<file path="src/common/adcc_pkg.sv">
// constants and types shared by the conversion control block
package adcc_pkg;
	// register byte offsets
	localparam logic [7:0] OFS_SC1 = 8'h00;
	localparam logic [7:0] OFS_SC2 = 8'h04;
	localparam logic [7:0] OFS_RESH = 8'h08;
	localparam logic [7:0] OFS_RESL = 8'h0c;
	localparam logic [7:0] OFS_CMPV = 8'h10;
	localparam logic [7:0] OFS_ISTS = 8'h14;
	localparam logic [7:0] OFS_IMSK = 8'h18;
	// status/control 1 fields
	localparam int SC1_FLAG_BIT = 7;
	localparam int SC1_IEN_BIT = 6;
	localparam int SC1_CONT_BIT = 5;
	localparam int SC1_CH_MSB = 4;
	// status/control 2 fields
	localparam int SC2_ACT_BIT = 7;
	localparam int SC2_TRIG_BIT = 6;
	localparam int SC2_CMPEN_BIT = 5;
	localparam int SC2_CMPGT_BIT = 4;
	// interrupt status fields
	localparam int IRQ_DONE_BIT = 0;
	localparam int IRQ_ABORT_BIT = 1;
	localparam int IRQ_BITS = 2;
	// channel codes
	localparam logic [4:0] CH_LAST_AIN = 5'h1b;
	localparam logic [4:0] CH_RSVD = 5'h1c;
	localparam logic [4:0] CH_REFERENCE_HIGH = 5'h1d;
	localparam logic [4:0] CH_REFERENCE_LOW = 5'h1e;
	localparam logic [4:0] CH_OFF = 5'h1f;
	// reset values
	localparam logic [4:0] CH_RESET = 5'h1f;
	localparam logic [9:0] CMPV_RESET = 10'h000;
	// widths and timing
	localparam int RES_W = 10;
	localparam int CONV_CYCLES_DFLT = 20;
	// control states
	typedef enum logic [1:0] {
		ST_IDLE = 2'b00,
		ST_ARMED = 2'b01,
		ST_RUN = 2'b10
	} adcc_state_e;
	// kind of source picked by the channel code
	typedef enum logic [2:0] {
		SRC_AIN = 3'b000,
		SRC_RSVD = 3'b001,
		SRC_REFH = 3'b010,
		SRC_REFL = 3'b011,
		SRC_OFF = 3'b100
	} adcc_src_e;
endpackage : adcc_pkg

</file>
<file path="src/common/adcc_conv_if.sv">
// carrier between controller and conversion sequencer
`timescale 1ns/1ns
interface adcc_conv_if;
	logic start;
	logic abort;
	logic busy;
	logic done;
	logic [9:0] result;
	modport ctl (output start, output abort, input busy, input done, input result);
	modport seq (input start, input abort, output busy, output done, output result);
endinterface : adcc_conv_if

</file>
<file path="src/rtl/adcc_top.sv">
// conversion control block with ahb-lite register slave
// Overview of operation
// - writing status/control 1 aborts conversion; unless channel is all ones, with software trigger it starts new, with hardware trigger it arms
// - compare off: done flag sets at end of every conversion
// - compare on: done flag sets only when compare condition is true
// - done flag bit 7 is read-only; writes never set it
// - done flag clears on status/control 1 write or result low byte read
// - interrupt raised when flag sets while interrupt enable bit 6 is one and the done bit of the interrupt mask is set
// - continuous bit 5 zero: one conversion per write or per trigger
// - continuous bit one: back-to-back conversions after write or trigger event
// - five-bit channel field in bits 4:0 chooses converted input
// - codes 0..27 select analog inputs, 29 high ref, 30 low ref, 28 reserved
// - all-ones channel powers converter off and isolates the input
// - all-ones channel written in continuous mode stops with no extra conversion
// - single mode returns to low power after each conversion
// - trigger select picks register write or hardware trigger input as start
// - compare enable bit switches the compare function on or off
//
// The register offsets and the AHB-Lite register port were left to the implementer.
`timescale 1ns/1ns
module adcc_top
	import adcc_pkg::*;
#(
	parameter int CONV_CYCLES = CONV_CYCLES_DFLT
)(
	// clock and reset
	input wire logic clk,
	input wire logic nrst,
	// ahb-lite slave
	input wire logic hsel,
	input wire logic [31:0] haddr,
	input wire logic [1:0] htrans,
	input wire logic hwrite,
	input wire logic [2:0] hsize,
	input wire logic [31:0] hwdata,
	input wire logic hready,
	output logic hreadyout,
	output logic hresp,
	output logic [31:0] hrdata,
	// trigger from periodic counter
	input wire logic hardware_trigger_in,
	// analog converter
	input wire logic [9:0] ana_result,
	output logic conv_power_on,
	output logic conv_active,
	output logic [4:0] ain_select,
	output logic ref_high_sel,
	output logic ref_low_sel,
	output logic input_isolate,
	// interrupt
	output logic irq
);
	// channel code to source kind
	function automatic adcc_src_e chan_kind(input logic [4:0] ch);
		if (ch <= CH_LAST_AIN)
			return SRC_AIN;
		else if (ch == CH_REFERENCE_HIGH)
			return SRC_REFH;
		else if (ch == CH_REFERENCE_LOW)
			return SRC_REFL;
		else if (ch == CH_OFF)
			return SRC_OFF;
		else
			return SRC_RSVD;
	endfunction : chan_kind

	logic rst_meta_ff;
	logic rst_n;
	logic trig_s1_ff;
	logic trig_s2_ff;
	logic trig_s3_ff;
	logic trig_lvl_ff;
	logic trig_evt;
	logic wr_pend_ff;
	logic [7:0] addr_ff;
	logic flag_ff;
	logic ien_ff;
	logic cont_ff;
	logic [4:0] ch_ff;
	logic trig_sel_ff;
	logic cmp_en_ff;
	logic cmp_gt_ff;
	logic [9:0] cmpv_ff;
	logic [9:0] res_ff;
	logic [IRQ_BITS-1:0] ists_ff;
	logic [IRQ_BITS-1:0] imsk_ff;
	adcc_state_e st_ff;
	adcc_state_e nxt_st;
	logic addr_take;
	logic rd_take;
	logic sc1_wr;
	logic wr_ch_on;
	logic resl_rd;
	logic cmp_hit;
	logic flag_set;
	logic start_wr;
	logic start_trig;
	logic start_cont;
	adcc_src_e src;
	adcc_conv_if cv();

	// reset release through two flops
	always_ff @(posedge clk or negedge nrst)
	begin
		if (!nrst)
		begin
			rst_meta_ff <= 1'b0;
			rst_n <= 1'b0;
		end
		else
		begin
			rst_meta_ff <= 1'b1;
			rst_n <= rst_meta_ff;
		end
	end

	// trigger pin: three flops, a change counts when stages two and three agree
	always_ff @(posedge clk or negedge rst_n)
	begin
		if (!rst_n)
		begin
			trig_s1_ff <= 1'b0;
			trig_s2_ff <= 1'b0;
			trig_s3_ff <= 1'b0;
			trig_lvl_ff <= 1'b0;
		end
		else
		begin
			trig_s1_ff <= hardware_trigger_in;
			trig_s2_ff <= trig_s1_ff;
			trig_s3_ff <= trig_s2_ff;
			if (trig_s2_ff == trig_s3_ff)
				trig_lvl_ff <= trig_s3_ff;
		end
	end
	assign trig_evt = trig_s2_ff && trig_s3_ff && !trig_lvl_ff;

	// bus slave: zero wait states, always okay
	assign hreadyout = 1'b1;
	assign hresp = 1'b0;
	assign addr_take = hsel && hready && htrans[1];
	assign rd_take = addr_take && !hwrite;

	always_ff @(posedge clk or negedge rst_n)
	begin
		if (!rst_n)
		begin
			wr_pend_ff <= 1'b0;
			addr_ff <= 8'h00;
		end
		else
		begin
			wr_pend_ff <= addr_take && hwrite;
			if (addr_take)
				addr_ff <= {haddr[7:2], 2'b00};
		end
	end

	// read data is muxed from flops by the address held from the address phase
	always_comb
	begin
		hrdata = 32'h0000_0000;
		case (addr_ff)
			OFS_SC1: hrdata[7:0] = {flag_ff, ien_ff, cont_ff, ch_ff};
			OFS_SC2: hrdata[7:0] = {cv.busy, trig_sel_ff, cmp_en_ff, cmp_gt_ff, 4'h0};
			OFS_RESH: hrdata[1:0] = res_ff[9:8];
			OFS_RESL: hrdata[7:0] = res_ff[7:0];
			OFS_CMPV: hrdata[9:0] = cmpv_ff;
			OFS_ISTS: hrdata[IRQ_BITS-1:0] = ists_ff;
			OFS_IMSK: hrdata[IRQ_BITS-1:0] = imsk_ff;
			default: hrdata = 32'h0000_0000;
		endcase
	end

	assign sc1_wr = wr_pend_ff && (addr_ff == OFS_SC1);
	assign wr_ch_on = hwdata[SC1_CH_MSB:0] != CH_OFF;
	// side effect is taken at the address phase of the read
	assign resl_rd = rd_take && ({haddr[7:2], 2'b00} == OFS_RESL);

	// plain control fields; the flag bit of a write is dropped
	always_ff @(posedge clk or negedge rst_n)
	begin
		if (!rst_n)
		begin
			ien_ff <= 1'b0;
			cont_ff <= 1'b0;
			ch_ff <= CH_RESET;
		end
		else if (sc1_wr)
		begin
			ien_ff <= hwdata[SC1_IEN_BIT];
			cont_ff <= hwdata[SC1_CONT_BIT];
			ch_ff <= hwdata[SC1_CH_MSB:0];
		end
	end

	always_ff @(posedge clk or negedge rst_n)
	begin
		if (!rst_n)
		begin
			trig_sel_ff <= 1'b0;
			cmp_en_ff <= 1'b0;
			cmp_gt_ff <= 1'b0;
			cmpv_ff <= CMPV_RESET;
			imsk_ff <= '0;
		end
		else if (wr_pend_ff)
		begin
			case (addr_ff)
				OFS_SC2:
				begin
					trig_sel_ff <= hwdata[SC2_TRIG_BIT];
					cmp_en_ff <= hwdata[SC2_CMPEN_BIT];
					cmp_gt_ff <= hwdata[SC2_CMPGT_BIT];
				end
				OFS_CMPV: cmpv_ff <= hwdata[9:0];
				OFS_IMSK: imsk_ff <= hwdata[IRQ_BITS-1:0];
				default: ;
			endcase
		end
	end

	// starts: write in software mode, trigger when armed, or the next continuous pass
	assign start_wr = sc1_wr && wr_ch_on && !trig_sel_ff;
	assign start_trig = (st_ff == ST_ARMED) && trig_evt && trig_sel_ff && !sc1_wr;
	assign start_cont = (st_ff == ST_RUN) && cv.done && cont_ff && !sc1_wr;
	assign cv.start = start_wr || start_trig || start_cont;
	assign cv.abort = sc1_wr && cv.busy;

	always_comb
	begin
		nxt_st = st_ff;
		case (st_ff)
			ST_IDLE, ST_ARMED:
			begin
				if (start_trig)
					nxt_st = ST_RUN;
			end
			ST_RUN:
			begin
				if (cv.done && !cont_ff)
					nxt_st = trig_sel_ff ? ST_ARMED : ST_IDLE;
			end
			default: nxt_st = ST_IDLE;
		endcase
		// a write overrides whatever the state was doing
		if (sc1_wr)
		begin
			if (!wr_ch_on)
				nxt_st = ST_IDLE;
			else if (trig_sel_ff)
				nxt_st = ST_ARMED;
			else
				nxt_st = ST_RUN;
		end
	end

	always_ff @(posedge clk or negedge rst_n)
	begin
		if (!rst_n)
			st_ff <= ST_IDLE;
		else
			st_ff <= nxt_st;
	end

	adcc_seq #(
		.CONV_CYCLES(CONV_CYCLES)
	) u_seq (
		.clk(clk),
		.rst_n(rst_n),
		.cv(cv),
		.ana_result(ana_result)
	);

	adcc_cmp u_cmp (
		.result(cv.result),
		.level(cmpv_ff),
		.greater_eq(cmp_gt_ff),
		.hit(cmp_hit)
	);

	// result from the sequencer is valid one cycle after done
	logic done_d_ff;
	always_ff @(posedge clk or negedge rst_n)
	begin
		if (!rst_n)
			done_d_ff <= 1'b0;
		else
			done_d_ff <= cv.done;
	end

	assign flag_set = done_d_ff && (!cmp_en_ff || cmp_hit);

	// flag: set wins over a clear in the same cycle
	always_ff @(posedge clk or negedge rst_n)
	begin
		if (!rst_n)
			flag_ff <= 1'b0;
		else if (flag_set)
			flag_ff <= 1'b1;
		else if (sc1_wr || resl_rd)
			flag_ff <= 1'b0;
	end

	always_ff @(posedge clk or negedge rst_n)
	begin
		if (!rst_n)
			res_ff <= 10'h000;
		else if (flag_set)
			res_ff <= cv.result;
	end

	// sticky events, write one to clear, set wins
	genvar gi;
	logic [IRQ_BITS-1:0] ev;
	assign ev[IRQ_DONE_BIT] = flag_set && ien_ff;
	assign ev[IRQ_ABORT_BIT] = cv.abort;
	generate
		for (gi = 0; gi < IRQ_BITS; gi++)
		begin : g_ists
			always_ff @(posedge clk or negedge rst_n)
			begin
				if (!rst_n)
					ists_ff[gi] <= 1'b0;
				else if (ev[gi])
					ists_ff[gi] <= 1'b1;
				else if (wr_pend_ff && addr_ff == OFS_ISTS && hwdata[gi])
					ists_ff[gi] <= 1'b0;
			end
		end
	endgenerate
	assign irq = |(ists_ff & imsk_ff);

	// analog side: power only while converting, mux from the channel code
	assign src = chan_kind(ch_ff);
	assign conv_power_on = cv.busy && (src != SRC_OFF);
	assign conv_active = cv.busy;
	assign ain_select = (src == SRC_AIN) ? ch_ff : 5'h00;
	assign ref_high_sel = (src == SRC_REFH);
	assign ref_low_sel = (src == SRC_REFL);
	assign input_isolate = (src == SRC_OFF) || (src == SRC_RSVD);
endmodule : adcc_top

</file>
<file path="src/rtl/adcc_seq.sv">
// conversion sequencer: times one successive approximation and latches its result
`timescale 1ns/1ns
module adcc_seq
	import adcc_pkg::*;
#(
	parameter int CONV_CYCLES = CONV_CYCLES_DFLT
)(
	// clock and reset
	input wire logic clk,
	input wire logic rst_n,
	// controller side
	adcc_conv_if.seq cv,
	// analog converter answer
	input wire logic [9:0] ana_result
);
	logic [7:0] cnt_ff;
	logic busy_ff;
	logic [9:0] res_ff;

	// done is combinational so an abort in the last cycle cannot hide it
	assign cv.done = busy_ff && (cnt_ff == 8'(CONV_CYCLES - 1));
	assign cv.busy = busy_ff;
	assign cv.result = res_ff;

	always_ff @(posedge clk or negedge rst_n)
	begin
		if (!rst_n)
		begin
			busy_ff <= 1'b0;
			cnt_ff <= 8'h00;
		end
		else if (cv.start)
		begin
			busy_ff <= 1'b1;
			cnt_ff <= 8'h00;
		end
		else if (cv.abort || cv.done)
			busy_ff <= 1'b0;
		else if (busy_ff)
			cnt_ff <= cnt_ff + 8'h01;
	end

	always_ff @(posedge clk or negedge rst_n)
	begin
		if (!rst_n)
			res_ff <= 10'h000;
		else if (cv.done)
			res_ff <= ana_result;
	end
endmodule : adcc_seq

</file>
<file path="src/rtl/adcc_cmp.sv">
// compare function: less-than or greater-or-equal against a stored level
`timescale 1ns/1ns
module adcc_cmp
	import adcc_pkg::*;
(
	// operands
	input wire logic [9:0] result,
	input wire logic [9:0] level,
	// mode
	input wire logic greater_eq,
	// outcome
	output logic hit
);
	always_comb
	begin
		if (greater_eq)
			hit = (result >= level);
		else
			hit = (result < level);
	end
endmodule : adcc_cmp

</file>
<file path="config.mk">
export PLATFORM = sky130hd
export DESIGN_NAME = adcc_top
export DESIGN_NICKNAME = d
export VERILOG_FILES = /design/src/common/adcc_pkg.sv /design/src/common/adcc_conv_if.sv /design/src/rtl/adcc_top.sv /design/src/rtl/adcc_seq.sv /design/src/rtl/adcc_cmp.sv
export SDC_FILE = /design/constraint.sdc
export NUM_CORES = 1
export LEC_CHECK = 0
export BUFFER_PORTS_ARGS = -buffer_cell sky130_fd_sc_hd__buf_2
export CAP_MARGIN = 15
export CORE_MARGIN = 5
export CORE_UTILIZATION = 25
export DETAILED_ROUTE_END_ITERATION = 6
export PLACE_DENSITY = 0.44
export SKIP_LAST_GASP = 1
export SYNTH_ARGS = -nofsm -noshare
export SYNTH_HDL_FRONTEND = slang
export SYNTH_SLANG_ARGS = --single-unit
</file>
<file path="constraint.sdc">
create_clock -name clk -period 2.2 [get_ports clk]
set_clock_uncertainty 0.2 [all_clocks]
set_input_delay 0 -clock clk [delete_from_list [all_inputs] [get_ports clk]]
set_output_delay 0 -clock clk [all_outputs]
set_load 0.02 [all_outputs]
</file>
==> run_results.csv, run 1 <==
group,metric,value,unit
placed_design,place_congestion,0.7935,
clock_tree,htree_num_levels,3,
pwr,power_density,839.5,mW/mm²
grt,grt_pass1_vias,3280,
timing,slew_violations,0,
floorplanning,fp-row-count,46,
floorplanning,coreArea,0.01589,mm²
timing,slew_headroom,62.50,%
finish,final_nets,603,
floorplanning,die_w,137.0,µm
timing,worst_slew_pin_slew,562.6,ps
drt,num_vias,3368,
finish,final_cell_mix,"dfrtp_1, buf_2, nand2_1",
drt,drt_iter0_drc,219,
critical_path,cp.required,2220,ps
grt,grt.total_usage,12.53,%
synth,seq_area_frac_synth,43.57,%
pwr,ir_drop,0.4594,mV
grt,grt_max_degree,40,
timing,finalSetupViolations,0,
synth,ys_types,61,
synth,ys.flop_type,"dfrtp_1",
timing,fmax,460.6,MHz
clock_tree,cts_tree,"yes",
synth,synthArstFlopShare,100.0,%
drt,wl_per_cell,16.04,µm
synth,synth_area_per_cell,10.45,µm²
floorplanning,ios,130,
finish,num_antenna_cells,0,
hold_path,hold_path_class,"input port to flip-flop",
timing,period_share,98.69,%
placed_design,place_hpwl,8634,µm
drt,wl,11660,µm
critical_path,criticalPathCategory,"flip-flop to flip-flop",
drt,drt_first_pass_iters,4,
synth,synth-seq-cells,70,
drt,via_per_inst,4.633,
synth,yosysWarnings,0,
clock_tree,root_buffer,"clkbuf_16",
grt,antenna_found_initial,0,
clock_tree,numCtsBuffers,9,
floorplanning,die_y,137.0,µm
timing,fin_tns_setup,0,ps
placed_design,place.port_buffers,53,
clock_tree,clk_latency,340,ps
critical_path,cp_max_fo,8,
clock_tree,clkSlewWorstSetupHoldPaths,60,ps
finish,drive_gt1_share,35.23,%
drt,drcViolationCount,0,
timing,hold_violations,0,
pwr,p_leak,2.527,nW
timing,fin_ws,28.85,ps
grt,grt_overflow,0,
synth,syn_inst,386,
floorplanning,die_area,0.01878,mm²
synth,syn_area,0.004035,mm²
floorplanning,start_util,25.40,%
placed_design,place_ws,21.60,ps
critical_path,crit_path_start_kind,"flip-flop",
timing,period_minus_slack,2171,ps
finish,final_common_cell,"dfrtp_1",
critical_path,cp.arrival,2190,ps
clock_tree,clockBufferDepth,2,
synth,synth_edf_count,0,
job,maxCapViolCount,0,
critical_path,crit_path_end_kind,"flip-flop",
outcome,status,"complete, no violations",
timing,rsz0062_at_grt,"true",
drt,ant_nets,0,
grt,grt_pass1_wl,17840,µm
clock_tree,cts.sinks,70,
finish,syn_to_final_growth,37.55,%
[metal layers]
metal  up-vias  wire length (µm)  GRT usage (%)
li1       1605                 -              -
met1      1658              5630          17.50
met2        92              5084          18.61
met3        13               676          2.904
met4         0               269          5.100
met5         -                 0              0
[critical path, cell delays in order, from the launching register on]
cell and delay, ps:
dfrtp_1 410, ha_4 260, and2_4 130, o311a_4 360
nor3_4 210, buf_4 140, clkbuf_16 140, a22o_1 140
nand3_1 60
[flip-flops by register name, summed over array words and instances, names as in the netlist]
signal,count
rst_meta_ff,1
trig_s2_ff,1
trig_sel_ff,1
u_seq.cv.busy,1
rst_n,1
st_ff,2
res_ff,10
imsk_ff,2
trig_s1_ff,1
flag_ff,1
cmp_gt_ff,1
cont_ff,1
u_seq.cv.result,10
cmpv_ff,10
ien_ff,1
ch_ff,5
wr_pend_ff,1
trig_s3_ff,1
trig_lvl_ff,1
ists_ff,2
addr_ff,6
u_seq.cnt_ff,8
done_d_ff,1
cmp_en_ff,1
[synthesized netlist by cell type (3+ instances only)]
cell / n / area [µm²]
a21oi_1: 5 / 25.02
a22o_1: 12 / 105.1
a22oi_1: 9 / 67.56
a31oi_1: 3 / 18.77
and2_1: 5 / 31.28
and3_1: 6 / 37.54
buf_2: 7 / 35.03
buf_4: 24 / 180.2
clkbuf_1: 7 / 26.28
dfrtp_1: 65 / 1627
dfstp_2: 5 / 131.4
ha_1: 12 / 150.1
inv_1: 18 / 67.56
mux2_2: 38 / 427.9
nand2_1: 39 / 146.4
nand3_1: 15 / 75.07
nand4_1: 26 / 162.7
nor2_1: 17 / 63.81
nor2b_1: 3 / 18.77
nor3b_1: 3 / 22.52
o211ai_1: 3 / 22.52
o21a_1: 3 / 22.52
o21ai_0: 9 / 45.04
xor2_1: 7 / 61.31
[worst paths after layout]
check	endpoint	cells past startpoint	start	slack [ps]
worst max-delay path	res_ff[0]	8	u_seq.cv.result[4]	30
worst min-delay path	addr_ff[6]	3	hready	80
worst max register to register	res_ff[0]	8	u_seq.cv.result[4]	30
worst min register to register	trig_s3_ff	1	rst_n	90
max in group asynchronous	u_seq.cnt_ff[1]	1	rst_n	980
min in group asynchronous	trig_s3_ff	1	rst_n	90
[logic make-up after synthesis]
logic type / after synthesis / synth area share [%]
adders and majority gates: 12 / 3.721
muxes: 40 / 11.41
other: 2 / 0.1861
xor gates and xnor gates: 7 / 1.519
DFF: 70 / 43.57
AOI/OAI and AO/OA: 60 / 11.66
buffers and inverters: 57 / 7.876
and+or+nand+nor: 138 / 20.06
[per-stage QoR]
step                hold WS, ps  total power, W  cell area (µm²)  cells  utilization, %
floorplan                -495.6        0.002423             4123    409               -
global placement         -412.9        0.002727             4668    668           29.39
detailed placement       -412.9        0.002767             4668    668           29.39
CTS                       75.43        0.004630             5365    717           33.77
global route              99.30        0.004919             5550    727           34.94
finish                    82.11        0.004659             5550    727           34.94
[layout make-up]
cell class | count | area (µm²)
fillers | 1607 | 10330
multi-input cells | 282 | 2107
flip-flops and latches | 70 | 1759
repair buffers | 124 | 974.7
well taps | 216 | 270.3
clock buffers | 10 | 229.0
clock inverters | 6 | 133.9
inverters | 19 | 76.32
[where the power goes]
group / switching [W] / internal [W] / total [W] / leakage, nW
logic: 0.000575 / 0.000520 / 0.00110 / 1.50
registers: 0.000261 / 0.00151 / 0.00177 / 0.855
clock network: 0.000573 / 0.00122 / 0.00180 / 0.177
[timing repair]
| item | 4_1_cts | 5_1_grt |
|---|---|---|
| cloned | 0 | 3 |
| resized for setup | 2 | 13 |
| endpoints found under the hold margin | 53 | 0 |
| endpoints found under the setup margin | 5 | 16 |
| setup buffers | 1 | 7 |
| pin swaps | 1 | 7 |
| hold buffers | 32 | 0 |
(Power assumes the default switching activity.)
==> inputs of run 2 (changes only) <==
Settings changed: CELL_PAD_IN_SITES_DETAIL_PLACEMENT set to 0, CELL_PAD_IN_SITES_GLOBAL_PLACEMENT set to 1, PLACE_DENSITY 0.44 to 0.55.
==> run 2 against run 1 <==
The flow now finishes with violations (setup timing). Maximum frequency fell by 1.3%. Non-clock buffer count fell by 7. Worst setup slack got worse by 29 ps. Critical path type unchanged. Critical endpoint is now flag_ff.
==> run_results.csv, run 2 (same netlist as run 1, synthesis figures left out) <==
group,metric,value,unit
outcome,status,"finished with violations",
outcome,violations,"setup timing",
floorplanning,die_w,137.0,µm
drt,num_vias,3350,
timing,hold_violations,0,
finish,fill_cells,1642,
hold_path,hold_path_class,"flip-flop to async pin",
grt,grt.total_usage,12.60,%
critical_path,crit_path_start_kind,"flip-flop",
floorplanning,coreArea,0.01589,mm²
placed_design,place.port_buffers,53,
critical_path,cp_max_fo,3,
critical_path,endpoint,"flag_ff",
finish,utilization,33.81,%
pwr,p_clk_share,35.0,%
pwr,p_seq_share,40.6,%
placed_design,place_hpwl,8764,µm
critical_path,critPathMaxStageDelay,430,ps
job,maxCapViolCount,0,
drt,ant_nets,0,
floorplanning,die_area,0.01878,mm²
pwr,swShare,32.86,%
grt,grt_overflow,0,
clock_tree,clockBufferDepth,2,
pwr,power_density,808.2,mW/mm²
floorplanning,ios,130,
pwr,ir_drop,0.3737,mV
critical_path,r2r_cells,6,
timing,fmax,454.4,MHz
timing,period_share,100.0,%
critical_path,r2r_setup_slack,-0.6,ps
clock_tree,clkSlewWorstSetupHoldPaths,60,ps
clock_tree,cts_tree,"yes",
clock_tree,clk_latency,340,ps
critical_path,cp.arrival,2200,ps
pwr,p_comb_share,24.5,%
critical_path,path_cells,"ha_4 -> and3_4 -> o311a_4 -> or3_4 -> o21ai_4 -> o311ai_4",
timing,rsz0062_at_grt,"true",
placed_design,place_congestion,0.7851,
floorplanning,fp-row-count,46,
grt,grt_pass1_vias,3248,
critical_path,cp.required,2200,ps
timing,fin_ws,-0.5691,ps
critical_path,timing.rr.end,"flag_ff",
critical_path,r2r_start,"u_seq.cv.result[3]",
grt,grt_max_degree,32,
drt,drcViolationCount,0,
timing,period_minus_slack,2201,ps
clock_tree,htree_num_levels,3,
finish,drive_gt1_share,34.72,%
floorplanning,start_util,25.40,%
critical_path,cp_slowest_cell,"dfrtp_1",
pwr,p_leak,2.430,nW
finish,syn_to_final_growth,33.09,%
pwr,p_sw,0.001426,W
timing,hold_slack,87.14,ps
critical_path,startpoint,"u_seq.cv.result[3]",
floorplanning,die_y,137.0,µm
finish,final_nets,596,
timing,slew_violations,0,
drt,drt_first_pass_iters,4,
timing,finalSetupViolations,1,
clock_tree,root_buffer,"clkbuf_16",
grt,antenna_found_initial,0,
drt,via_per_inst,4.653,
timing,slew_headroom,58.62,%
finish,final_cell_mix,"dfrtp_1, buf_2, nand2_1",
grt,grt_pass1_wl,17960,µm
drt,wl,11430,µm
drt,wl_per_cell,15.88,µm
clock_tree,numCtsBuffers,9,
clock_tree,cts.sinks,70,
finish,num_antenna_cells,0,
critical_path,crit_path_end_kind,"flip-flop",
timing,worst_slew_pin_slew,620.7,ps
drt,drt_iter0_drc,205,
critical_path,criticalPathCategory,"flip-flop to flip-flop",
pwr,power.internal,0.002914,W
finish,final_common_cell,"dfrtp_1",
[run 2: layout make-up]
| type | instances | area (µm²) | area share, % |
|---|---|---|---|
| Tap cell | 216 | 270.3 | 5.033 |
| Timing Repair Buffer | 117 | 848.3 | 15.80 |
| Clock buffer | 10 | 239.0 | 4.450 |
| Inverter | 19 | 76.32 | 1.421 |
| Clock inverter | 6 | 68.82 | 1.281 |
| Multi-Input combinational cell | 282 | 2107 | 39.24 |
| Sequential cell | 70 | 1760 | 32.78 |
[run 2: layer usage]
metal  routed length [µm]  GRT usage (%)
met2                 5083          18.77
met1                 5594          17.81
met4                  276          5.654
met3                  479          2.169
met5                    0              0
[run 2: worst max-delay path: cells and delay by family (launching register included)]
family,cells,cell delay [ps]
adder cells (fa/ha/maj),1,230
AND/OR/NAND/NOR,2,540
AO/OA/AOI/OAI,3,650
flip-flops,1,430
[run 2: worst min-delay path by stage]
stage / start / endpoint / slack [ps] / cells after the start
3_5_place_dp: nrst / rst_meta_ff / -410 / 1
2_1_floorplan: nrst / rst_meta_ff / -500 / 0
3_3_place_gp: nrst / rst_meta_ff / -410 / 1
4_1_cts: hardware_trigger_in / trig_s1_ff / 80 / 2
5_1_grt: hready / addr_ff[5] / 110 / 3
6_report: rst_n / st_ff[1] / 90 / 0
[run 2: power groups by stage]
stage,Combinational (W),Sequential [W],Clock [W]
after global routing,0.00119,0.00179,0.00161
final,0.00106,0.00176,0.00152
after floorplan,0.000692,0.00173,0
after global placement,0.000972,0.00177,0
after detailed placement,0.000997,0.00178,0
after CTS,0.00104,0.00176,0.00155
[run 2: repair_timing]
action / 4_1_cts / 5_1_grt
hold endpoints to repair: 46 / 0
pin swaps: 1 / 2
setup buffers: 1 / 2
endpoints found under the setup margin: 6 / 16
gates resized for setup: 1 / 12
hold buffers: 31 / 0
[run 2: per-stage QoR]
stage	total power (W)	setup TNS (ps)	setup WS [ps]	area, µm²	cells
floorplan	0.002423	0	102.6	4123	409
global placement	0.002740	0	44.01	4671	670
detailed placement	0.002775	-9.011	-9.011	4671	670
CTS	0.004351	-18.53	-18.53	5298	718
global route	0.004588	-102.3	-35.57	5370	720
finish	0.004340	-0.5691	-0.5691	5370	720
